`src/logic/clock_divider_pkg.sv`:
```
// Summary of operation
// - prescaler divides by ratio field plus one
// - prescaler ratio resets to zero, divide by one
// - post-divider one drives system clock one, both paths
// - post-divider one enable bit 15, resets set
// - post-divider one ratio decodes 1,2,4; resets 00011
// - bits 14 to 5 read zero, ignore writes
// - post-divider two drives system clock two, both paths
// - post-divider two enable bit 15, resets set
// - post-divider two ratio decodes 1,2,4; resets 00011
// - post-divider three drives system clock three, both paths
// - post-divider three enable bit 15, resets set
// - post-divider three ratio decodes 1,2,4; resets 00011
// - oscillator divider fed from oscillator, never PLL
// - path select chooses reference or PLL source
// - prescaler enable bit 15, resets set
// - oscillator divider divides by ratio plus one
// - oscillator divider enable bit 15, resets clear
package clock_divider_pkg;

  localparam int RATIO_W   = 5;
  localparam int NUM_DIV   = 5;
  localparam int ADDR_W    = 16;
  localparam int DATA_W    = 32;

  // divider slots, also register slots
  localparam logic [2:0] SLOT_PRESCALER = 3'h0;
  localparam logic [2:0] SLOT_POST_ONE  = 3'h1;
  localparam logic [2:0] SLOT_POST_TWO  = 3'h2;
  localparam logic [2:0] SLOT_POST_THR  = 3'h3;
  localparam logic [2:0] SLOT_OSC       = 3'h4;
  localparam logic [2:0] SLOT_CONTROL   = 3'h5;
  localparam logic [2:0] SLOT_NONE      = 3'h7;

  // register indices; byte address is four times the index
  localparam logic [ADDR_W-1:0] IDX_PRESCALER_DIVIDER  = 16'h1C8A;
  localparam logic [ADDR_W-1:0] IDX_SYSCLK_ONE_DIVIDER = 16'h1C8C;
  localparam logic [ADDR_W-1:0] IDX_SYSCLK_TWO_DIVIDER = 16'h1C8E;
  localparam logic [ADDR_W-1:0] IDX_SYSCLK_THR_DIVIDER = 16'h1C90;
  localparam logic [ADDR_W-1:0] IDX_OSC_OUT_DIVIDER    = 16'h1C92;
  localparam logic [ADDR_W-1:0] IDX_PATH_CONTROL       = 16'h1CA0;
  localparam int               IDX_SHIFT              = 2;

  localparam int ENABLE_BIT    = 15;
  localparam int PATH_SEL_BIT  = 0;
  localparam int PLL_LEVEL_BIT = 1;

  // enable reset per slot: prescaler, three post-dividers set, osc clear
  localparam logic [NUM_DIV-1:0] ENABLE_RESET   = 5'h0F;
  localparam logic [RATIO_W-1:0] PRESCALE_RESET = 5'h00;
  localparam logic [RATIO_W-1:0] POST_RESET     = 5'h03;
  localparam logic [RATIO_W-1:0] OSC_RESET      = 5'h00;

  localparam logic [RATIO_W-1:0] POST_DIV1 = 5'h00;
  localparam logic [RATIO_W-1:0] POST_DIV2 = 5'h01;
  localparam logic [RATIO_W-1:0] POST_DIV4 = 5'h03;

  localparam logic [1:0] RESP_OKAY   = 2'h0;
  localparam logic [1:0] RESP_SLVERR = 2'h2;

endpackage

```
`src/logic/clock_divider_set.sv`:
```
`timescale 1ns/1ps
module clock_divider_set
  import clock_divider_pkg::*;
(
  input  wire logic              aclk,
  input  wire logic              aresetn,
  input  wire logic [ADDR_W-1:0] s_axi_awaddr,
  input  wire logic [2:0]        s_axi_awprot,
  input  wire logic              s_axi_awvalid,
  output logic                   s_axi_awready,
  input  wire logic [DATA_W-1:0] s_axi_wdata,
  input  wire logic [3:0]        s_axi_wstrb,
  input  wire logic              s_axi_wvalid,
  output logic                   s_axi_wready,
  output logic [1:0]             s_axi_bresp,
  output logic                   s_axi_bvalid,
  input  wire logic              s_axi_bready,
  input  wire logic [ADDR_W-1:0] s_axi_araddr,
  input  wire logic [2:0]        s_axi_arprot,
  input  wire logic              s_axi_arvalid,
  output logic                   s_axi_arready,
  output logic [DATA_W-1:0]      s_axi_rdata,
  output logic [1:0]             s_axi_rresp,
  output logic                   s_axi_rvalid,
  input  wire logic              s_axi_rready,
  input  wire logic              pll_clk_in,
  output logic                   prescaler_tick,
  output logic                   system_clock_one,
  output logic                   system_clock_two,
  output logic                   system_clock_three,
  output logic                   third_clock_output
);

  function automatic logic [2:0] reg_slot(input logic [ADDR_W-1:0] addr);
    logic [ADDR_W-1:0] idx;
    idx = addr >> IDX_SHIFT;
    if (addr[IDX_SHIFT-1:0] != '0) begin
      reg_slot = SLOT_NONE;
    end else begin
      case (idx)
        IDX_PRESCALER_DIVIDER:  reg_slot = SLOT_PRESCALER;
        IDX_SYSCLK_ONE_DIVIDER: reg_slot = SLOT_POST_ONE;
        IDX_SYSCLK_TWO_DIVIDER: reg_slot = SLOT_POST_TWO;
        IDX_SYSCLK_THR_DIVIDER: reg_slot = SLOT_POST_THR;
        IDX_OSC_OUT_DIVIDER:    reg_slot = SLOT_OSC;
        IDX_PATH_CONTROL:       reg_slot = SLOT_CONTROL;
        default:                reg_slot = SLOT_NONE;
      endcase
    end
  endfunction

  // post-divider codes to terminal count; reserved codes fall back to divide by 4
  function automatic logic [RATIO_W-1:0] post_terminal(input logic [RATIO_W-1:0] code);
    case (code)
      POST_DIV1: post_terminal = POST_DIV1;
      POST_DIV2: post_terminal = POST_DIV2;
      POST_DIV4: post_terminal = POST_DIV4;
      default:   post_terminal = POST_DIV4;
    endcase
  endfunction

  logic [NUM_DIV-1:0] enable_reg;
  logic [RATIO_W-1:0] ratio_reg [NUM_DIV];
  logic               path_select_reg;
  logic               pll_meta_reg;
  logic               pll_sync_reg;
  logic               pll_prev_reg;
  logic               pll_tick;
  logic               post_src_tick;
  logic [NUM_DIV-1:0] div_tick;
  logic [ADDR_W-1:0]  awaddr_reg;
  logic [DATA_W-1:0]  wdata_reg;
  logic [3:0]         wstrb_reg;
  logic               do_write;
  logic [2:0]         wr_slot;
  logic [2:0]         rd_slot;

  // pll output arrives from another clock tree: two stages before use
  always_ff @(posedge aclk) begin
    if (!aresetn) begin
      pll_meta_reg <= 1'b0;
      pll_sync_reg <= 1'b0;
      pll_prev_reg <= 1'b0;
    end else begin
      pll_meta_reg <= pll_clk_in;
      pll_sync_reg <= pll_meta_reg;
      pll_prev_reg <= pll_sync_reg;
    end
  end

  assign pll_tick = pll_sync_reg && !pll_prev_reg;
  // reference clock is aclk itself, so every cycle is a reference tick
  assign post_src_tick = path_select_reg ? pll_tick : 1'b1;

  // write channel: address and data accepted independently
  always_ff @(posedge aclk) begin
    if (!aresetn) begin
      s_axi_awready <= 1'b1;
      awaddr_reg    <= '0;
    end else if (s_axi_awvalid && s_axi_awready) begin
      s_axi_awready <= 1'b0;
      awaddr_reg    <= s_axi_awaddr;
    end else if (s_axi_bvalid && s_axi_bready) begin
      s_axi_awready <= 1'b1;
    end
  end

  always_ff @(posedge aclk) begin
    if (!aresetn) begin
      s_axi_wready <= 1'b1;
      wdata_reg    <= '0;
      wstrb_reg    <= '0;
    end else if (s_axi_wvalid && s_axi_wready) begin
      s_axi_wready <= 1'b0;
      wdata_reg    <= s_axi_wdata;
      wstrb_reg    <= s_axi_wstrb;
    end else if (s_axi_bvalid && s_axi_bready) begin
      s_axi_wready <= 1'b1;
    end
  end

  assign do_write = !s_axi_awready && !s_axi_wready && !s_axi_bvalid;
  assign wr_slot  = reg_slot(awaddr_reg);

  always_ff @(posedge aclk) begin
    if (!aresetn) begin
      s_axi_bvalid <= 1'b0;
      s_axi_bresp  <= RESP_OKAY;
    end else if (do_write) begin
      s_axi_bvalid <= 1'b1;
      s_axi_bresp  <= (wr_slot == SLOT_NONE) ? RESP_SLVERR : RESP_OKAY;
    end else if (s_axi_bready) begin
      s_axi_bvalid <= 1'b0;
    end
  end

  // only bit 15 and the ratio field are stored; the rest never holds state
  always_ff @(posedge aclk) begin
    if (!aresetn) begin
      enable_reg                  <= ENABLE_RESET;
      ratio_reg[SLOT_PRESCALER]   <= PRESCALE_RESET;
      ratio_reg[SLOT_POST_ONE]    <= POST_RESET;
      ratio_reg[SLOT_POST_TWO]    <= POST_RESET;
      ratio_reg[SLOT_POST_THR]    <= POST_RESET;
      ratio_reg[SLOT_OSC]         <= OSC_RESET;
    end else if (do_write && wr_slot < SLOT_CONTROL) begin
      if (wstrb_reg[1]) begin
        enable_reg[wr_slot] <= wdata_reg[ENABLE_BIT];
      end
      if (wstrb_reg[0]) begin
        ratio_reg[wr_slot] <= wdata_reg[RATIO_W-1:0];
      end
    end
  end

  always_ff @(posedge aclk) begin
    if (!aresetn) begin
      path_select_reg <= 1'b0;
    end else if (do_write && wr_slot == SLOT_CONTROL && wstrb_reg[0]) begin
      path_select_reg <= wdata_reg[PATH_SEL_BIT];
    end
  end

  // read channel: one outstanding read, answered the cycle after acceptance
  assign rd_slot = reg_slot(s_axi_araddr);

  always_ff @(posedge aclk) begin
    if (!aresetn) begin
      s_axi_arready <= 1'b1;
      s_axi_rvalid  <= 1'b0;
      s_axi_rdata   <= '0;
      s_axi_rresp   <= RESP_OKAY;
    end else if (s_axi_arvalid && s_axi_arready) begin
      s_axi_arready <= 1'b0;
      s_axi_rvalid  <= 1'b1;
      s_axi_rdata   <= '0;
      s_axi_rresp   <= RESP_OKAY;
      if (rd_slot < SLOT_CONTROL) begin
        s_axi_rdata[ENABLE_BIT]    <= enable_reg[rd_slot];
        s_axi_rdata[RATIO_W-1:0]   <= ratio_reg[rd_slot];
      end else if (rd_slot == SLOT_CONTROL) begin
        s_axi_rdata[PATH_SEL_BIT]  <= path_select_reg;
        s_axi_rdata[PLL_LEVEL_BIT] <= pll_sync_reg;
      end else begin
        s_axi_rresp <= RESP_SLVERR;
      end
    end else if (s_axi_rvalid && s_axi_rready) begin
      s_axi_rvalid  <= 1'b0;
      s_axi_arready <= 1'b1;
    end
  end

  // slot 0 prescaler and slot 4 oscillator divider run on the reference;
  // slots 1 to 3 follow the path select and use the restricted decode
  generate
    for (genvar i = 0; i < NUM_DIV; i++) begin : g_div
      if (i == SLOT_PRESCALER || i == SLOT_OSC) begin : g_ref
        tick_divider #(.WIDTH(RATIO_W)) u_div (
          .aclk     (aclk),
          .aresetn  (aresetn),
          .src_tick (1'b1),
          .enable   (enable_reg[i]),
          .terminal (ratio_reg[i]),
          .tick_out (div_tick[i])
        );
      end else begin : g_post
        tick_divider #(.WIDTH(RATIO_W)) u_div (
          .aclk     (aclk),
          .aresetn  (aresetn),
          .src_tick (post_src_tick),
          .enable   (enable_reg[i]),
          .terminal (post_terminal(ratio_reg[i])),
          .tick_out (div_tick[i])
        );
      end
    end
  endgenerate

  assign prescaler_tick     = div_tick[SLOT_PRESCALER];
  assign system_clock_one   = div_tick[SLOT_POST_ONE];
  assign system_clock_two   = div_tick[SLOT_POST_TWO];
  assign system_clock_three = div_tick[SLOT_POST_THR];
  assign third_clock_output = div_tick[SLOT_OSC];

endmodule

```
`src/logic/tick_divider.sv`:
```
`timescale 1ns/1ps
module tick_divider
  import clock_divider_pkg::*;
#(
  parameter int WIDTH = RATIO_W
) (
  input  wire logic             aclk,
  input  wire logic             aresetn,
  input  wire logic             src_tick,
  input  wire logic             enable,
  input  wire logic [WIDTH-1:0] terminal,
  output logic                  tick_out
);

  logic [WIDTH-1:0] count_reg;
  logic [WIDTH-1:0] active_reg;

  // terminal is divisor minus one; out pulses once per divisor source ticks
  always_ff @(posedge aclk) begin
    if (!aresetn) begin
      count_reg  <= '0;
      active_reg <= '0;
    end else if (!enable) begin
      count_reg  <= '0;
      active_reg <= terminal;
    end else if (src_tick) begin
      if (count_reg >= active_reg) begin
        count_reg  <= '0;
        active_reg <= terminal;
      end else begin
        count_reg <= count_reg + 1'b1;
      end
    end
  end

  always_ff @(posedge aclk) begin
    if (!aresetn) begin
      tick_out <= 1'b0;
    end else begin
      tick_out <= enable && src_tick && (count_reg >= active_reg);
    end
  end

endmodule

```
`config.mk`:
```
export PLATFORM = sky130hd
export DESIGN_NAME = clock_divider_set
export DESIGN_NICKNAME = d
export VERILOG_FILES = /design/src/logic/clock_divider_pkg.sv /design/src/logic/clock_divider_set.sv /design/src/logic/tick_divider.sv
export SDC_FILE = /design/constraint.sdc
export NUM_CORES = 1
export LEC_CHECK = 0
export BUFFER_PORTS_ARGS = -buffer_cell sky130_fd_sc_hd__buf_2
export CORE_MARGIN = 2
export CORE_UTILIZATION = 35
export CTS_CLUSTER_SIZE = 40
export DETAILED_ROUTE_END_ITERATION = 16
export SETUP_SLACK_MARGIN = 0.15
export SYNTH_ARGS = -nofsm -noshare
export SYNTH_HDL_FRONTEND = slang
export SYNTH_SLANG_ARGS = --single-unit
```
`constraint.sdc`:
```
create_clock -name aclk -period 2.4 [get_ports aclk]
set_input_delay 0.24 -clock aclk [delete_from_list [all_inputs] [get_ports aclk]]
set_output_delay 0.24 -clock aclk [all_outputs]
set_load 0.005 [all_outputs]
```
==> results.tsv <==
metric	value	unit
outcome	complete, no violations	
dpl hpwl	9.069	mm
setup violators final	0	
num rows	46	
flops & latches, synth	117	
crit start category	flip-flop	
Post-Syn Area per Cell	9.152	sq um
Worst EP arrival	2.25	ns
final setup TNS	0	ns
Synth top area share	32.83	%
CP required	2.50	ns
commonest cells in the netlist	92 x dfxtp_1, 70 x nand2_1, 54 x a21oi_1	
number of buffers created by CTS	17	
top-count cell post-synth	dfxtp_1	
register area share after synthesis	46.21	%
LEAKAGE	2.845	nW
GP Congestion	0.7529	
Worst Max-Slew Pin Slew	0.5833	ns
prevailing post-synth register cell	dfxtp_1	
Nets	795	
kind of critical path	flip-flop to flip-flop	
GRT overflow	0	
slowest CP cell	dfxtp_1	
layout cells sized above 1	19.43	%
Syn Inst Count	613	
vias per std cell	4.866	
largest net degree at the start of global routing	26	
CP top delay family	simple AND/OR/NAND/NOR gates	
fmax	0.4670	GHz
initial antenna violation count	0	
DIE WIDTH	130.6	microns
# port buffers	65	
DIE AREA	0.01706	sq mm
Largest register FFs	25	
CTS clock-pin slew for the worst setup and hold paths	0.05	ns
area delta synth->final	21.63	%
Final min period	2.141	ns
crit-path max FO	10	
filler cell count	1553	
initial core utilization	35.58	%
Core Box Area	0.01577	sq mm
Max-Slew Margin vs Limit	61.07	%
Worst path max stage delay	0.41	ns
total of max-cap violations	0	
final worst path period share	89.23	%
final hold violation count	0	
Routed WL per cell	13.41	microns
DRT iter0 DRCs	289	
vias in the first global route	4301	
Slew Viols, Final	0	
Power Density	886.0	mW/mm^2
Routed Wire Length	12.35	mm
CP Cell Sequence	nor4b_1, a21oi_1, o32a_1, nor3_2, and4_2, nand2b_2	
GRT Overall Usage	15.12	%
most area-consuming cells after synthesis	dfxtp_1 33%, edfxtp_1 13%, a21oi_1 4.8%, ha_1 4.7%, nand2_1 4.7%	
asr flop ratio synth	0	%
Cell Area, Synth	0.005610	sq mm
drt pass-1 iters	5	
maximum VDD drop	0.4751	mV
global-route wire length before repair	20.09	mm
Clock Sinks	117	
Die Y	130.6	microns
via count	4482	
Fin Clk Skew	0.01062	ns
biggest area consumer among synthesized cells	dfxtp_1	
CTS tree	built	
RSZ-0062 raised after global routing	yes	
worst path bufs/invs	0	
# DRC	0	
crit end category	flip-flop	
synthesis warning total	0	
Ports	128	
Hold Path Class	input pin to flip-flop	
Post-synth EDFFs	25	
total power	6.046	mW
clk buf depth	2	
H-tree Lvls	4	
Post-CTS Hold Buffers	0	
Clock Tree Root	clkbuf_16	
Inserted Diodes	0	
Synth cell types	61	
later-pin clock latency in the skew report	0.41	ns
Final ANT Viol Nets	0	
power breakdown:
part | switching, mW | internal [mW]
logic | 0.548 | 0.411
registers | 0.160 | 2.22
clock network | 0.850 | 1.86
total | 1.56 | 4.49
layout make-up:
cell class / count / area [sq um] / share of cell area [%]
multi-input combinational: 444 / 2755 / 40.37
sequential: 117 / 2596 / 38.05
clock buffer: 25 / 536.8 / 7.866
timing repair buffer: 79 / 430.4 / 6.307
tap: 216 / 270.3 / 3.960
inverter: 33 / 123.9 / 1.815
clock inverter: 7 / 111.4 / 1.632
per-layer routing:
layer | track usage (%) | wire length, microns | vias up
li1 | - | - | 2263
met4 | 4.881 | 107 | 0
met3 | 3.705 | 739 | 10
met5 | 0 | 0 | -
met1 | 19.96 | 5967 | 2054
met2 | 24.51 | 5533 | 155
layout by cell type (no fill, tap or decap), types with 4 or more instances in the layout:
cell / n
nor3_1: 13
xnor2_1: 6
nand3_1: 28
buf_4: 14
clkbuf_16: 18
ha_1: 21
dfxtp_1: 89
inv_1: 32
nor2_1: 43
or4_1: 6
mux2i_1: 16
buf_2: 65
and2_1: 22
nand4_1: 6
xor2_1: 13
a41oi_1: 4
nand2_1: 70
edfxtp_1: 25
nand2b_1: 16
o211ai_1: 11
conb_1: 28
a21oi_1: 52
o21ai_0: 19
and4_1: 5
a21o_1: 5
clkbuf_8: 6
path summary, 6_finish.rpt:
check | depth (start not counted) | slack, ns | start | end
worst min-delay path | 2 | 0.04 | pll_clk_in | pll_meta_reg
worst max-delay path | 6 | 0.26 | awaddr_reg[3] | ratio_reg[2][2]
worst max register to register | 6 | 0.26 | awaddr_reg[3] | ratio_reg[2][2]
worst min register to register | 1 | 0.45 | pll_meta_reg | pll_sync_reg
cell families after synthesis:
| logic type | after synthesis | share of synthesized area, % |
|---|---|---|
| simple gates | 238 | 21.72 |
| mux | 20 | 4.059 |
| xor+xnor | 19 | 2.966 |
| compound gates | 118 | 13.11 |
| other cells | 1 | 0.06684 |
| flops | 117 | 46.21 |
| buf+inv | 79 | 7.181 |
| fa+ha+maj | 21 | 4.683 |
timing repair:
action	in CTS	in global routing
pin swaps	0	2
resized for setup	1	12
setup endpoints to repair	5	37
buffers inserted	0	1
stage by stage:
stage | util [%] | instances | area (sq um) | hold WS [ns] | setup WS, ns
6_report | 43.27 | 921 | 6824 | 0.04225 | 0.2586
5_1_grt | 43.27 | 921 | 6824 | 0.04356 | 0.1422
4_1_cts | 42.96 | 920 | 6775 | 0.03543 | 0.1728
3_5_place_dp | 38.84 | 888 | 6126 | 0.4377 | 0.1593
3_3_place_gp | 38.84 | 888 | 6126 | 0.4297 | 0.2295
2_1_floorplan | - | 640 | 5712 | 0.3673 | 0.2461
worst reg2reg max path, delay by kind of cell, from the launching register on:
family           cells  cell delay, ns
flip-flops           1            0.41
AO/OA/AOI/OAI        2            0.29
AND/OR/NAND/NOR      4            1.14
Power figures use the tool's default switching activity.
